## config.mk

```make
export PLATFORM = sky130hd
export DESIGN_NAME = pswc_ctrl
export DESIGN_NICKNAME = d
export VERILOG_FILES = /design/src/pswc_pkg.sv /design/src/pswc_pin_if.sv /design/src/pswc_ctrl.sv /design/src/pswc_pin_drv.sv
export SDC_FILE = /design/constraint.sdc
export NUM_CORES = 1
export LEC_CHECK = 0
export BUFFER_PORTS_ARGS = -buffer_cell sky130_fd_sc_hd__buf_2
export CAP_MARGIN = 5
export CORE_ASPECT_RATIO = 0.7
export CORE_MARGIN = 2
export CORE_UTILIZATION = 45
export CTS_BUF_LIST = sky130_fd_sc_hd__clkbuf_8 sky130_fd_sc_hd__clkbuf_16
export DETAILED_ROUTE_END_ITERATION = 16
export PLACE_DENSITY = 0.63
export SYNTH_ARGS = -nofsm -noshare
export SYNTH_HDL_FRONTEND = slang
export SYNTH_HIERARCHICAL = 1
export SYNTH_SLANG_ARGS = --single-unit
```

## constraint.sdc

```tcl
create_clock -name clk_i -period 4.3 [get_ports clk_i]
set_input_delay 0.43 -clock clk_i [delete_from_list [all_inputs] [get_ports clk_i]]
set_output_delay 0.43 -clock clk_i [all_outputs]
set_load 0.02 [all_outputs]
```

## src/pswc_pkg.sv

```systemverilog
package pswc_pkg;
  // Register addresses (word index on the plain port)
  localparam logic [7:0] PSWC_ADDR_PMCTRL   = 8'h00; // Power management control
  localparam logic [7:0] PSWC_ADDR_TEST     = 8'h01; // Test register, write wakes
  localparam logic [7:0] PSWC_ADDR_INTSTS   = 8'h02; // Interrupt status register
  localparam logic [7:0] PSWC_ADDR_PHYCTL   = 8'h03; // PHY power-down control bits
  localparam logic [7:0] PSWC_ADDR_PHYINT   = 8'h04; // PHY interrupt source flags
  // Control register field positions
  localparam int PSWC_RDY_BIT   = 0;  // Ready flag
  localparam int PSWC_PINEN_BIT = 1;  // Wake pin enable
  localparam int PSWC_PSEL_BIT  = 3;  // Wake pin pulse select
  localparam int PSWC_WST_LSB   = 4;  // Wake status field [5:4]
  localparam int PSWC_WFEN_BIT  = 9;  // Wake frame enable
  localparam int PSWC_EDEN_BIT  = 8;  // Energy detect enable
  localparam int PSWC_PST_LSB   = 12; // Power state field [13:12]
  // Interrupt status and PHY bits
  localparam int PSWC_WINT_BIT  = 0;  // Wake interrupt status
  localparam int PSWC_GPD_BIT   = 0;  // General power-down (phy 0.11)
  localparam int PSWC_EDPD_BIT  = 1;  // Energy detect power-down (phy 17.13)
  localparam int PSWC_EON_BIT   = 1;  // Energy-on flag (phy INT7.1)
  // Encodings
  localparam logic [1:0] PSWC_PST_D0 = 2'h0;
  localparam logic [1:0] PSWC_PST_D1 = 2'h1;
  localparam logic [1:0] PSWC_PST_D2 = 2'h2;
  localparam logic [1:0] PSWC_WST_NONE  = 2'h0;
  localparam logic [1:0] PSWC_WST_EDET  = 2'h1;
  localparam logic [1:0] PSWC_WST_FRAME = 2'h2;
  // Timing
  localparam int PSWC_CLK_KHZ     = 40000;
  localparam int PSWC_PULSE_MS    = 50;
  localparam int PSWC_PULSE_CYC   = PSWC_PULSE_MS * PSWC_CLK_KHZ;
  localparam int PSWC_WAKE_MS     = 2;
  localparam int PSWC_WAKE_MAXCYC = PSWC_WAKE_MS * PSWC_CLK_KHZ;
  localparam int PSWC_WAKE_DLY    = 64; // Clock restart settle, well below 2 ms
  localparam int PSWC_PHYRST_CYC  = 16; // Automatic PHY reset length
  // Power states, Gray in the order D0, D1, D2, waking
  typedef enum logic [1:0] {
    PSWC_S_D0   = 2'b00,
    PSWC_S_D1   = 2'b01,
    PSWC_S_D2   = 2'b11,
    PSWC_S_WAKE = 2'b10
  } pswc_state_t;
endpackage : pswc_pkg

```

## src/pswc_pin_if.sv

```systemverilog
`timescale 1ns/10ps
// Wake-event carrier between the controller and the pin driver
interface pswc_pin_if;
  logic       event_p;   // One-cycle wake event pulse
  logic       active;    // Source still active (status and enables set)
  logic       pulse_sel; // Pulsed mode
  logic       pin;       // Registered pin level
  modport ctl (output event_p, output active, output pulse_sel, input pin);
  modport drv (input event_p, input active, input pulse_sel, output pin);
endinterface : pswc_pin_if

```

## src/pswc_ctrl.sv

```systemverilog
`timescale 1ns/10ps
// Overview of operation
// D0 normal, D1/D2 sleep by clock gating
// Sleep clears ready; only control readable
// Host only reads control, writes test
// Writes ignored until one read occurs
// Test write wakes to D0, resets state
// Writing 01 enters D1, PHY clocks run
// D1 detection sets wake status 10b
// D1 pin needs frame and pin enables
// Interrupt status set regardless pin enable
// Host sets energy powerdown before D2
// D2 gates MAC, bus, internal clock
// D2 carrier sets status 01b, pin
// Host clears powerdown after ready
// Interrupt clears by one when source gone
// Pulse select: 50 ms or static pin
// Pin drops on status or enable clear
// General powerdown; release auto-resets PHY
// Energy powerdown; energy sets flag INT7.1
// Wake status stays readable
// Ready returns within 2 ms of wake
// D0 encodes 00; no event reads 00
module pswc_ctrl
  import pswc_pkg::*;
#(
  parameter int PULSE_CYC = PSWC_PULSE_CYC  // Wake pin pulse length
) (
  // Clock and reset
  input  wire logic        clk_i,
  input  wire logic        rst_i,
  // Register port
  input  wire logic [7:0]  addr_i,
  input  wire logic [15:0] wdata_i,
  input  wire logic        wr_i,
  input  wire logic        rd_i,
  output logic      [15:0] rdata_o,
  // Wake detectors and line
  input  wire logic        frame_det_i,    // Wake frame or remote-wake packet seen
  input  wire logic        line_energy_present_i,
  // Clock gates and PHY controls
  output logic             mac_clk_en_o,   // MAC transmit and general logic
  output logic             mac_rxpm_clk_en_o,
  output logic             bus_clk_en_o,   // Host bus interface
  output logic             int_clk_en_o,   // Internal clock
  output logic             phy_clk_en_o,
  output logic             phy_powered_o,  // PHY analog powered up
  output logic             phy_reset_o,    // Automatic PHY reset
  // Events
  output logic             wake_pin_o,
  output logic             wake_int_o      // Wake interrupt status level
);
  // Complete controller state
  typedef struct packed {
    pswc_state_t pst;
    logic        ready;
    logic        read_seen;
    logic        pin_en;
    logic        psel;
    logic [1:0]  wst;
    logic        wf_en;
    logic        energy_detect_enable;
    logic        wint;
    logic        gpd;
    logic        edpd;
    logic        eon_flag;
    logic        energy_d;
    logic        hit_d;     // Detection seen last cycle, for edge finding
    logic [6:0]  wcnt;
    logic [4:0]  rcnt;
    logic [15:0] rdata;
    logic        mac_en;
    logic        rxpm_en;
    logic        bus_en;
    logic        ic_en;
    logic        phy_en;    // PHY clock enable, registered
    logic        phy_pwr;
    logic        phy_rst;
  } pswc_st_t;

  pswc_st_t   st_reg;
  pswc_st_t   st_next;
  pswc_pin_if pin_if ();

  // Power state field value from internal state
  function automatic logic [1:0] pst_field(input pswc_state_t s);
    case (s)
      PSWC_S_D1: pst_field = PSWC_PST_D1;
      PSWC_S_D2: pst_field = PSWC_PST_D2;
      default:   pst_field = PSWC_PST_D0;
    endcase
  endfunction : pst_field

  // Power management control word as software sees it
  function automatic logic [15:0] ctrl_word(input pswc_st_t s);
    logic [15:0] w;
    w = 16'h0;
    w[PSWC_RDY_BIT]                   = s.ready;
    w[PSWC_PINEN_BIT]                 = s.pin_en;
    w[PSWC_PSEL_BIT]                  = s.psel;
    w[PSWC_WST_LSB+1:PSWC_WST_LSB]   = s.wst;
    w[PSWC_EDEN_BIT]                  = s.energy_detect_enable;
    w[PSWC_WFEN_BIT]                  = s.wf_en;
    w[PSWC_PST_LSB+1:PSWC_PST_LSB]   = pst_field(s.pst);
    ctrl_word = w;
  endfunction : ctrl_word

  // Source of the wake interrupt and pin: status with its enable
  logic src_active;
  logic frame_hit;
  logic edet_hit;
  logic wr_ok;
  assign src_active = ((st_reg.wst == PSWC_WST_FRAME) && st_reg.wf_en) ||
                      ((st_reg.wst == PSWC_WST_EDET) && st_reg.energy_detect_enable);
  assign frame_hit  = (st_reg.pst == PSWC_S_D1) && frame_det_i && st_reg.wf_en;
  assign edet_hit   = (st_reg.pst == PSWC_S_D2) && line_energy_present_i && st_reg.energy_detect_enable;
  // Writes only count once a read was seen and the device is ready
  assign wr_ok      = wr_i && st_reg.read_seen && st_reg.ready;

  // A level detector input or a carrier that stays up would retrigger the pulse every
  // cycle, so only the first cycle of a detection counts as a wake event
  assign pin_if.event_p   = (frame_hit || edet_hit) && !st_reg.hit_d && st_reg.pin_en;
  // The status is registered one cycle late, so a fresh hit keeps the pin source alive
  assign pin_if.active    = (src_active || frame_hit || edet_hit) && st_reg.pin_en;
  assign pin_if.pulse_sel = st_reg.psel;

  // Next-state logic for power state, registers and clock gates
  always_comb begin
    st_next = st_reg;
    st_next.rdata    = 16'h0;
    st_next.energy_d = line_energy_present_i;
    // Reset value matches the idle level, so no false event follows reset
    st_next.hit_d    = frame_hit || edet_hit;
    // Read path: only the control word while not ready
    if (rd_i) begin
      st_next.read_seen = 1'b1;
      if (addr_i == PSWC_ADDR_PMCTRL) begin
        st_next.rdata = ctrl_word(st_reg);
      end else if (st_reg.ready) begin
        case (addr_i)
          PSWC_ADDR_INTSTS: st_next.rdata = {15'h0, st_reg.wint};
          PSWC_ADDR_PHYCTL: st_next.rdata = {14'h0, st_reg.edpd, st_reg.gpd};
          PSWC_ADDR_PHYINT: begin
            st_next.rdata    = {14'h0, st_reg.eon_flag, 1'b0};
            st_next.eon_flag = 1'b0; // Read clears
          end
          default:          st_next.rdata = 16'h0;
        endcase
      end
    end
    // Wake detection; set wins over any clear this cycle
    if (frame_hit) begin
      st_next.wst = PSWC_WST_FRAME;
    end
    if (edet_hit) begin
      st_next.wst = PSWC_WST_EDET;
    end
    // Host writes while awake
    if (wr_ok) begin
      case (addr_i)
        PSWC_ADDR_PMCTRL: begin
          st_next.pin_en = wdata_i[PSWC_PINEN_BIT];
          st_next.psel   = wdata_i[PSWC_PSEL_BIT];
          st_next.wf_en  = wdata_i[PSWC_WFEN_BIT];
          st_next.energy_detect_enable  = wdata_i[PSWC_EDEN_BIT];
          if (!frame_hit && !edet_hit) begin
            st_next.wst = wdata_i[PSWC_WST_LSB+1:PSWC_WST_LSB];
          end
          case (wdata_i[PSWC_PST_LSB+1:PSWC_PST_LSB])
            PSWC_PST_D1: begin
              st_next.pst   = PSWC_S_D1;
              st_next.ready = 1'b0;
            end
            PSWC_PST_D2: begin
              st_next.pst   = PSWC_S_D2;
              st_next.ready = 1'b0;
            end
            default: st_next.pst = st_reg.pst;
          endcase
        end
        PSWC_ADDR_INTSTS: begin
          if (wdata_i[PSWC_WINT_BIT] && !src_active) begin
            st_next.wint = 1'b0;
          end
        end
        PSWC_ADDR_PHYCTL: begin
          st_next.gpd  = wdata_i[PSWC_GPD_BIT];
          st_next.edpd = wdata_i[PSWC_EDPD_BIT];
          if (st_reg.gpd && !wdata_i[PSWC_GPD_BIT]) begin
            st_next.rcnt = 5'(PSWC_PHYRST_CYC);
          end
        end
        default: st_next.pst = st_reg.pst;
      endcase
    end
    // Wake-up write to the test register, allowed while asleep
    if (wr_i && (addr_i == PSWC_ADDR_TEST) &&
        ((st_reg.pst == PSWC_S_D1) || (st_reg.pst == PSWC_S_D2))) begin
      st_next.pst       = PSWC_S_WAKE;
      st_next.wcnt      = 7'(PSWC_WAKE_DLY);
      st_next.read_seen = 1'b0;
    end
    // Clock restart delay, then ready
    if (st_reg.pst == PSWC_S_WAKE) begin
      if (st_reg.wcnt == 7'h0) begin
        st_next.pst   = PSWC_S_D0;
        st_next.ready = 1'b1;
      end else begin
        st_next.wcnt = st_reg.wcnt - 7'h1;
      end
    end
    // Interrupt status set while the source is active; only a host write clears it
    if (src_active) begin
      st_next.wint = 1'b1;
    end
    // Energy-on flag on return of line energy in energy powerdown
    if (st_reg.edpd && line_energy_present_i && !st_reg.energy_d) begin
      st_next.eon_flag = 1'b1;
    end
    // Automatic PHY reset countdown
    if (st_reg.rcnt != 5'h0) begin
      st_next.rcnt = st_reg.rcnt - 5'h1;
    end
    st_next.phy_rst = (st_next.rcnt != 5'h0);
    // Clock gates per state
    case (st_next.pst)
      // D1 keeps the PHY and the receive power-management logic clocked
      PSWC_S_D1: begin
        st_next.mac_en  = 1'b0;
        st_next.rxpm_en = 1'b1;
        st_next.bus_en  = 1'b0;
        st_next.ic_en   = 1'b1;
        st_next.phy_en  = 1'b1;
      end
      // D2 stops every clock; only the line energy input stays watched
      PSWC_S_D2: begin
        st_next.mac_en  = 1'b0;
        st_next.rxpm_en = 1'b0;
        st_next.bus_en  = 1'b0;
        st_next.ic_en   = 1'b0;
        st_next.phy_en  = 1'b0;
      end
      // Normal state and the wake delay run every clock
      default: begin
        st_next.mac_en  = 1'b1;
        st_next.rxpm_en = 1'b1;
        st_next.bus_en  = 1'b1;
        st_next.ic_en   = 1'b1;
        st_next.phy_en  = 1'b1;
      end
    endcase
    // PHY analog power: off in general powerdown or idle energy powerdown
    st_next.phy_pwr = !st_next.gpd && !(st_next.edpd && !line_energy_present_i);
  end

  // State register; configuration survives sleep untouched
  always_ff @(posedge clk_i or posedge rst_i) begin
    if (rst_i) begin
      st_reg         <= '0;
      st_reg.pst     <= PSWC_S_D0;
      st_reg.ready   <= 1'b1;
      st_reg.mac_en  <= 1'b1;
      st_reg.rxpm_en <= 1'b1;
      st_reg.bus_en  <= 1'b1;
      st_reg.ic_en   <= 1'b1;
      st_reg.phy_en  <= 1'b1;
      st_reg.phy_pwr <= 1'b1;
    end else begin
      st_reg <= st_next;
    end
  end

  // Wake pin driver
  pswc_pin_drv #(
    .PULSE_CYC (PULSE_CYC)
  ) u_pin (
    .clk_i (clk_i),
    .rst_i (rst_i),
    .p     (pin_if.drv)
  );

  // Outputs, all from flip-flops
  assign rdata_o           = st_reg.rdata;
  assign mac_clk_en_o      = st_reg.mac_en;
  assign mac_rxpm_clk_en_o = st_reg.rxpm_en;
  assign bus_clk_en_o      = st_reg.bus_en;
  assign int_clk_en_o      = st_reg.ic_en;
  assign phy_clk_en_o      = st_reg.phy_en;
  assign phy_powered_o     = st_reg.phy_pwr;
  assign phy_reset_o       = st_reg.phy_rst;
  assign wake_pin_o        = pin_if.pin;
  assign wake_int_o        = st_reg.wint;

  // Register port and readiness checks
  AST_SLEEP_NOT_READY: assert property (@(posedge clk_i) disable iff (rst_i)
    (st_reg.pst == PSWC_S_D1 || st_reg.pst == PSWC_S_D2) |-> !st_reg.ready)
    else $error("ready set while asleep");
  AST_SLEEP_READS_ZERO: assert property (@(posedge clk_i) disable iff (rst_i)
    (rd_i && !st_reg.ready && addr_i != PSWC_ADDR_PMCTRL) |=> rdata_o == 16'h0)
    else $error("register other than control readable while not ready");
  AST_WAKE_TO_D0: assert property (@(posedge clk_i) disable iff (rst_i)
    (st_reg.pst != PSWC_S_D0 && st_reg.pst != PSWC_S_WAKE && wr_i && addr_i == PSWC_ADDR_TEST)
    |=> ##[1:66] (st_reg.pst == PSWC_S_D0 && st_reg.ready))
    else $error("no return to ready after wake write");
  AST_D0_READY: assert property (@(posedge clk_i) disable iff (rst_i)
    st_reg.pst == PSWC_S_D0 |-> st_reg.ready) else $error("not ready in normal state");
  // A dropped write must leave every host-written enable and powerdown field alone, not only one of them
  AST_NO_WRITE_BEFORE_READ: assert property (@(posedge clk_i) disable iff (rst_i)
    (!st_reg.read_seen && wr_i && addr_i != PSWC_ADDR_TEST) |=>
    $stable({st_reg.pin_en, st_reg.psel, st_reg.wf_en, st_reg.energy_detect_enable, st_reg.gpd, st_reg.edpd}))
    else $error("write taken before first read");

  // Wake detection and interrupt checks
  AST_D1_STATUS: assert property (@(posedge clk_i) disable iff (rst_i)
    frame_hit |=> st_reg.wst == PSWC_WST_FRAME) else $error("frame wake status wrong");
  AST_D2_STATUS: assert property (@(posedge clk_i) disable iff (rst_i)
    edet_hit |=> st_reg.wst == PSWC_WST_EDET) else $error("energy wake status wrong");
  AST_INT_SET: assert property (@(posedge clk_i) disable iff (rst_i)
    src_active |=> st_reg.wint) else $error("wake interrupt not set");
  AST_INT_HELD: assert property (@(posedge clk_i) disable iff (rst_i)
    (wr_i && addr_i == PSWC_ADDR_INTSTS && src_active) |=> st_reg.wint)
    else $error("wake interrupt cleared while source active");
  AST_PIN_NEEDS_EN: assert property (@(posedge clk_i) disable iff (rst_i)
    $rose(wake_pin_o) |-> $past(st_reg.pin_en)) else $error("pin raised without enable");

  // Clock gate checks
  AST_D2_GATES: assert property (@(posedge clk_i) disable iff (rst_i)
    st_reg.pst == PSWC_S_D2 |-> !mac_clk_en_o && !bus_clk_en_o && !int_clk_en_o)
    else $error("clock left on in D2");
  AST_D1_GATES: assert property (@(posedge clk_i) disable iff (rst_i)
    st_reg.pst == PSWC_S_D1 |-> mac_rxpm_clk_en_o && !bus_clk_en_o)
    else $error("D1 clock gating wrong");

  // PHY power-down checks
  AST_GPD_OFF: assert property (@(posedge clk_i) disable iff (rst_i)
    st_reg.gpd |-> !phy_powered_o) else $error("PHY powered in general powerdown");
  AST_PHY_RST_START: assert property (@(posedge clk_i) disable iff (rst_i)
    (wr_ok && addr_i == PSWC_ADDR_PHYCTL && st_reg.gpd && !wdata_i[PSWC_GPD_BIT]) |=> phy_reset_o)
    else $error("no PHY reset on powerdown release");
  AST_EDPD_OFF: assert property (@(posedge clk_i) disable iff (rst_i)
    (st_reg.edpd && !st_reg.energy_d) |-> !phy_powered_o) else $error("PHY powered with no line energy");
  AST_EON_SET: assert property (@(posedge clk_i) disable iff (rst_i)
    (st_reg.edpd && line_energy_present_i && !st_reg.energy_d) |=> st_reg.eon_flag)
    else $error("energy-on flag not set");
endmodule : pswc_ctrl

```

## src/pswc_pin_drv.sv

```systemverilog
`timescale 1ns/10ps
// Wake output driver: pulsed or static
module pswc_pin_drv
  import pswc_pkg::*;
#(
  parameter int PULSE_CYC = PSWC_PULSE_CYC
) (
  // Clock and reset
  input  wire logic clk_i,
  input  wire logic rst_i,
  // Controller side
  pswc_pin_if.drv   p
);
  typedef struct packed {
    logic        pin;
    logic [31:0] cnt;
  } pswc_drv_t;
  pswc_drv_t st_reg;
  pswc_drv_t st_next;

  // Next state: event starts, deactivation always wins
  always_comb begin
    st_next = st_reg;
    if (st_reg.cnt != 32'h0) begin
      st_next.cnt = st_reg.cnt - 32'h1;
      if (st_reg.cnt == 32'h1) begin
        st_next.pin = 1'b0; // Pulse length over
      end
    end
    if (p.event_p) begin
      st_next.pin = 1'b1;
      st_next.cnt = p.pulse_sel ? 32'(PULSE_CYC) : 32'h0;
    end
    if (!p.active) begin
      st_next.pin = 1'b0; // Status or enable cleared
      st_next.cnt = 32'h0;
    end
  end

  // State register
  always_ff @(posedge clk_i or posedge rst_i) begin
    if (rst_i) begin
      st_reg <= '0;
    end else begin
      st_reg <= st_next;
    end
  end
  assign p.pin = st_reg.pin;

  AST_PIN_OFF: assert property (@(posedge clk_i) disable iff (rst_i)
    !p.active |=> !p.pin) else $error("wake pin stays on without source");
endmodule : pswc_pin_drv

```

After elaboration in Yosys (flattened, before gate mapping)
Cells that the tools add are included.
{ "totals": {"reg_bits": 84, "latch_bits": 0, "mem_bits_rw": 0, "rom_bits": 0, "inputBits": 30, "word_cells": 139, "memories": 0} }
{ "classes": {"add_sub_neg": 3, "multipliers": 0, "div": 0, "magnitude_cmp": 0, "n_eq_ne": 17, "n_shift": 0, "mux": 42, "n_bitwise": 0, "n_reduce_logical": 51} }
{ "op_table": {"columns": ["cell", "n"], "rows": [
  ["33-bit 2-to-1 mux", 3],
  ["32-bit by 1-bit == test with 1-bit output, second input constant", 1],
  ["32-bit nonzero test", 1],
  ["32-bit by 1-bit subtractor with 32-bit output, second input constant", 1],
  ["14-bit 2-to-1 mux", 2],
  ["7-bit 2-to-1 mux", 4],
  ["21-bit 2-to-1 mux", 1],
  ["1-bit logical AND", 20],
  ["5-bit 2-to-1 mux", 4],
  ["8-bit by 2-bit == test with 1-bit output, second input constant", 2],
  ["2-bit 2-to-1 mux", 7],
  ["2-bit nonzero test", 7],
  ["1-bit 2-to-1 mux", 13],
  ["2-bit == test, second input constant", 5],
  ["5-bit case mux with 2 select lines", 1],
  ["5-bit nonzero test", 2],
  ["1-bit zero test", 9],
  ["3-bit 2-to-1 mux", 3],
  ["2-bit by 1-bit == test with 1-bit output, second input constant", 4],
  ["8-bit by 1-bit == test with 1-bit output, second input constant", 1],
  ["8-bit by 3-bit == test with 1-bit output, second input constant", 1],
  ["8-bit zero test", 1],
  ["2-bit case mux with 2 select lines", 2],
  ["7-bit zero test", 1],
  ["11 further kinds", 17]
]} }

Logic depth before layout (Yosys ltp)
{ "depth": {"word_depth": 11, "mapped_depth": 10, "mapped_depth_nobuf": 9} }

Cells and area by module
Netlist, hierarchy kept.
{ "by_module_without_submodules": {"columns": ["module", "n_inst", "cells_each", "area_each_um2"], "rows": [
  ["pswc_ctrl", 1, 193, 2085.8],
  ["pswc_pin_drv", 1, 204, 1891.8]
]} }

Worst setup path before layout
OpenSTA, ideal clock, no wires.
{ "synth_path": {"path_type": "register to register", "start": "register u_pin/st_reg[20] (netlist name)", "end": "register u_pin/st_reg[29] (netlist name)", "setup_ns": 0.078, "arrival_ns": 2.286, "required_ns": 4.222, "path_slack_ns": 1.936, "stages_incl_launch_ff": 7, "path_buffers": 1, "cell_sequence": "dfrtp_1 -> or4_4 -> or3_4 -> buf_6 -> or3_1 -> or4_1 -> a21oi_1"} }
{ "synth_between": {"elab_chain_cells": 4, "elab_cells_between_ends": 6} }
{ "synth_rtl": {"columns": ["element", "line_no", "source"], "rows": [
  ["start: declaration", "pswc_pin_drv.sv:18", "pswc_drv_t st_reg;"],
  ["start signal: assignment", "pswc_pin_drv.sv:45", "st_reg <= st_next;"],
  ["32-bit by 1-bit subtractor with 32-bit output", "pswc_pin_drv.sv:25", "st_next.cnt = st_reg.cnt - 32'h1;"],
  ["33-bit 2-to-1 mux", "pswc_pin_drv.sv:24", "if (st_reg.cnt != 32'h0) begin"],
  ["33-bit 2-to-1 mux", "pswc_pin_drv.sv:30", "if (p.event_p) begin"],
  ["33-bit 2-to-1 mux", "pswc_pin_drv.sv:34", "if (!p.active) begin"]
]} }
Parallel ways exist; a longest one is shown, timed or not. The select of a mux whose other input is x is not followed.
A chain may end at the register's enable or synchronous reset.

Worst setup path after layout
{ "layout_path": {"start": "register u_pin/st_reg[0] (netlist name)", "end": "register u_pin/st_reg[22] (netlist name)"} }
Same word-level chain as after synthesis.

==> impl_summary.log <==
INFO  metric run_status = finished clean
INFO  metric cts_buffers = 9
INFO  metric cp-start-kind = flip-flop
INFO  metric post_route_cells_drive_above_1_share = 0.193
INFO  metric worstHoldPathType = in -> async
INFO  metric number_of_enable_flip_flop_cells_after_synthesis = 0
INFO  metric cp-end-kind = flip-flop
INFO  metric synthesis.area = 0.00398 mm^2
INFO  metric synth_sequential_area_ratio = 0.467
INFO  metric cp_max_fo = 6
INFO  metric dr.pass1.iters = 4
INFO  metric ys.flop_type = sky130_fd_sc_hd__dfrtp_1
INFO  metric gr-total-overflow = 0
INFO  metric core-area = around 0.0085 mm^2
INFO  metric die_area = 0.00962 mm^2
INFO  metric critical_path_class = reg -> reg
INFO  metric cts_tree = yes
INFO  metric number_of_antenna_diodes = 0
INFO  metric largest_register_ffs = 32
INFO  metric placement_rows = 28
INFO  metric synth_top_cell_by_area = sky130_fd_sc_hd__dfrtp_1
INFO  metric antenna_found_initial = 0
INFO  metric detail-route-antenna-nets = 0
INFO  metric drc_violation_count_after_routing = 0
INFO  metric timing.final.setup_violations = 0
INFO  metric detail_route.wl_per_cell = roughly 16 um
INFO  metric most_common_cell_after_layout_fill_and_taps_aside = sky130_fd_sc_hd__dfrtp_1
INFO  metric synth-async-reset-ratio = 1.00
INFO  metric final-hold-violation-count = 0
INFO  metric detail_route.iter0.violations = approximately 190
INFO  metric design.portCount = 55
INFO  metric dp_hpwl = a little under 6000 um
INFO  metric power_density = a little over 400 mW/mm^2
INFO  metric total_leakage_power = ~2.3 nW
INFO  metric clk_latency = approximately 0.33 ns
INFO  metric clkSlewWorstSetupHoldPaths = 0.06 ns
INFO  metric final.setup_skew = between 0.005 and 0.006 ns
INFO  metric min_period = about 2.9 ns
INFO  metric slew_headroom = 0.314
INFO  metric setup_tns = 0 ns
INFO  metric worstPathArrival = roughly 3.1 ns
INFO  metric cts.hold.buffers_added = 0
INFO  metric worst_pin_slew = between 1 and 1.5 ns
INFO  metric synth_top_cell_area_share = 0.440
INFO  metric vias = 3121
INFO  metric clockBufferDepth = 2
INFO  metric worst_ep_required_time = 4.51 ns
INFO  metric yosysWarnings = 6
INFO  metric grt_usage = 0.198
INFO  metric cts.sinks = 74
INFO  metric grt_max_degree = 42
INFO  metric cts-resized-gates = 0
INFO  metric port_buffers = 40
INFO  metric wl = between 8000 and 9000 um
INFO  metric final_cell_mix = 70 x sky130_fd_sc_hd__dfrtp_1, 40 x sky130_fd_sc_hd__buf_2, 27 x sky130_fd_sc_hd__nor2_1, 25 x sky130_fd_sc_hd__nand2_1, 20 x sky130_fd_sc_hd__inv_1
INFO  metric ys_ff_latch = 74
INFO  metric power.total = 1.87 mW
INFO  metric irDropWorstVdd = ~0.29 mV
INFO  metric h-tree-depth = 3
INFO  metric final_nets = roughly 460
INFO  metric filler_cell_count = roughly 770
INFO  metric first_global_vias = between 2000 and 3000
INFO  metric fin_cells = approximately 550
INFO  metric synth.area.top_cells = sky130_fd_sc_hd__dfrtp_1 44%, sky130_fd_sc_hd__buf_4 3.6%, sky130_fd_sc_hd__or4_1 2.8%
INFO  metric post_synth.cell_area_avg = around 10 um^2
INFO  metric area_delta_synth_final = 14.1%
INFO  metric multi_input_combinational_cell_area = 0.00188 mm^2
INFO  metric initial_utilization = 0.467
INFO  metric post_cts_buffers = 0
INFO  metric ff_latch_area = approximately 0.0019 mm^2
INFO  metric mean_number_of_vias_per_cell = roughly 5.7
INFO  metric dp.cells = between 500 and 600
INFO  metric die_width = between 100 and 150 um
INFO  metric drv_cap = 0
INFO  metric min_period_over_period = 0.672
INFO  metric worst_hold_slack = slightly below 0.2 ns
INFO  metric die_h = a little over 80 um
INFO  metric yosys.cell_types.count = 60
INFO  metric rsz0062_at_grt = false
INFO  metric final_max_slew_viol_count = 0
INFO  metric max_freq = 0.346 GHz
INFO  metric post_synth_inst_count = roughly 400
INFO  metric cts-root-buf = sky130_fd_sc_hd__clkbuf_16
INFO  metric grt_pass1_wl = 14500 um
INFO  metric gp_congestion = roughly 0.87
critical path: stages (launching register included):
cell	delay, ns
sky130_fd_sc_hd__dfrtp_1	0.39
sky130_fd_sc_hd__inv_1	0.10
sky130_fd_sc_hd__ha_1	0.21
sky130_fd_sc_hd__or4b_2	0.69
sky130_fd_sc_hd__nor4_1	0.87
sky130_fd_sc_hd__o2111ai_1	0.26
sky130_fd_sc_hd__xor2_1	0.20
sky130_fd_sc_hd__nor2_1	0.05
synthesized netlist by cell type (8+ instances only):
library cell,instances
sky130_fd_sc_hd__dfrtp_1,70
sky130_fd_sc_hd__nor2_1,27
sky130_fd_sc_hd__nand2_1,25
sky130_fd_sc_hd__a21oi_1,19
sky130_fd_sc_hd__buf_4,19
sky130_fd_sc_hd__inv_1,18
sky130_fd_sc_hd__or4_1,15
sky130_fd_sc_hd__nor3_1,13
sky130_fd_sc_hd__nor4_1,12
sky130_fd_sc_hd__or3_1,12
sky130_fd_sc_hd__nand3_1,11
sky130_fd_sc_hd__o21ai_0,11
sky130_fd_sc_hd__o31ai_1,11
sky130_fd_sc_hd__clkbuf_1,10
sky130_fd_sc_hd__xor2_1,10
sky130_fd_sc_hd__nand4_1,9
sky130_fd_sc_hd__and2_1,8
path summary, 6_finish.rpt:
check | slack [ns] | start | depth (start not counted) | endpoint
max reg2reg | 1.41 | u_pin/st_reg[0] | 7 | u_pin/st_reg[22]
min in group clk_i | 0.29 | line_energy_present_i | 1 | st_reg[36]
max | 1.41 | u_pin/st_reg[0] | 7 | u_pin/st_reg[22]
max in group asynchronous | 3.71 | rst_i | 3 | bus_clk_en_o
min reg2reg | 0.42 | st_reg[36] | 1 | st_reg[37]
min | 0.20 | rst_i | 3 | u_pin/st_reg[6]
layer usage:
metal	GRT usage	share of wire	wire length [um]
met3	0.0613	0.057	493
met5	0	0	0
met4	0.0571	0.0060	52
met1	0.280	0.51	4410
met2	0.294	0.43	3670
logic make-up (layout without fill, tap and decap cells):
| group | Yosys count | count (layout) | share of synthesized area |
|---|---|---|---|
| simple gates | 169 | 169 | 0.259 |
| other cells | 1 | 7 | 0.000943 |
| xor+xnor | 17 | 17 | 0.0374 |
| fa+ha+maj | 6 | 6 | 0.0189 |
| compound gates | 67 | 67 | 0.112 |
| buf+inv | 49 | 77 | 0.0664 |
| flops | 74 | 74 | 0.467 |
| mux | 14 | 14 | 0.0387 |
stage by stage:
step | setup slack, ns | area, um^2 | util
after CTS | 1.45 | 4540 | 0.533
final | 1.41 | 4540 | 0.533
after global placement | 1.54 | 4180 | 0.491
after floorplan | 1.94 | 4000 | -
after global routing | 1.21 | 4540 | 0.533
after detailed placement | 1.46 | 4180 | 0.491
power breakdown:
| part | total [mW] | switching (mW) | leakage, nW | internal, mW |
|---|---|---|---|---|
| clock network | 0.906 | 0.285 | 0.178 | 0.621 |
| registers | 0.771 | 0.0320 | 0.972 | 0.739 |
| logic | 0.196 | 0.115 | 1.10 | 0.0808 |
cell type report:
| cell class | count | area share |
|---|---|---|
| clock buffer | 9 | 0.0496 |
| clock inverter | 7 | 0.0298 |
| inverter | 18 | 0.0149 |
| multi-input combinational | 280 | 0.414 |
| sequential | 74 | 0.409 |
| tap | 120 | 0.0331 |
| timing repair buffer | 43 | 0.0491 |
Note: power is estimated with default switching activity, not from simulation.
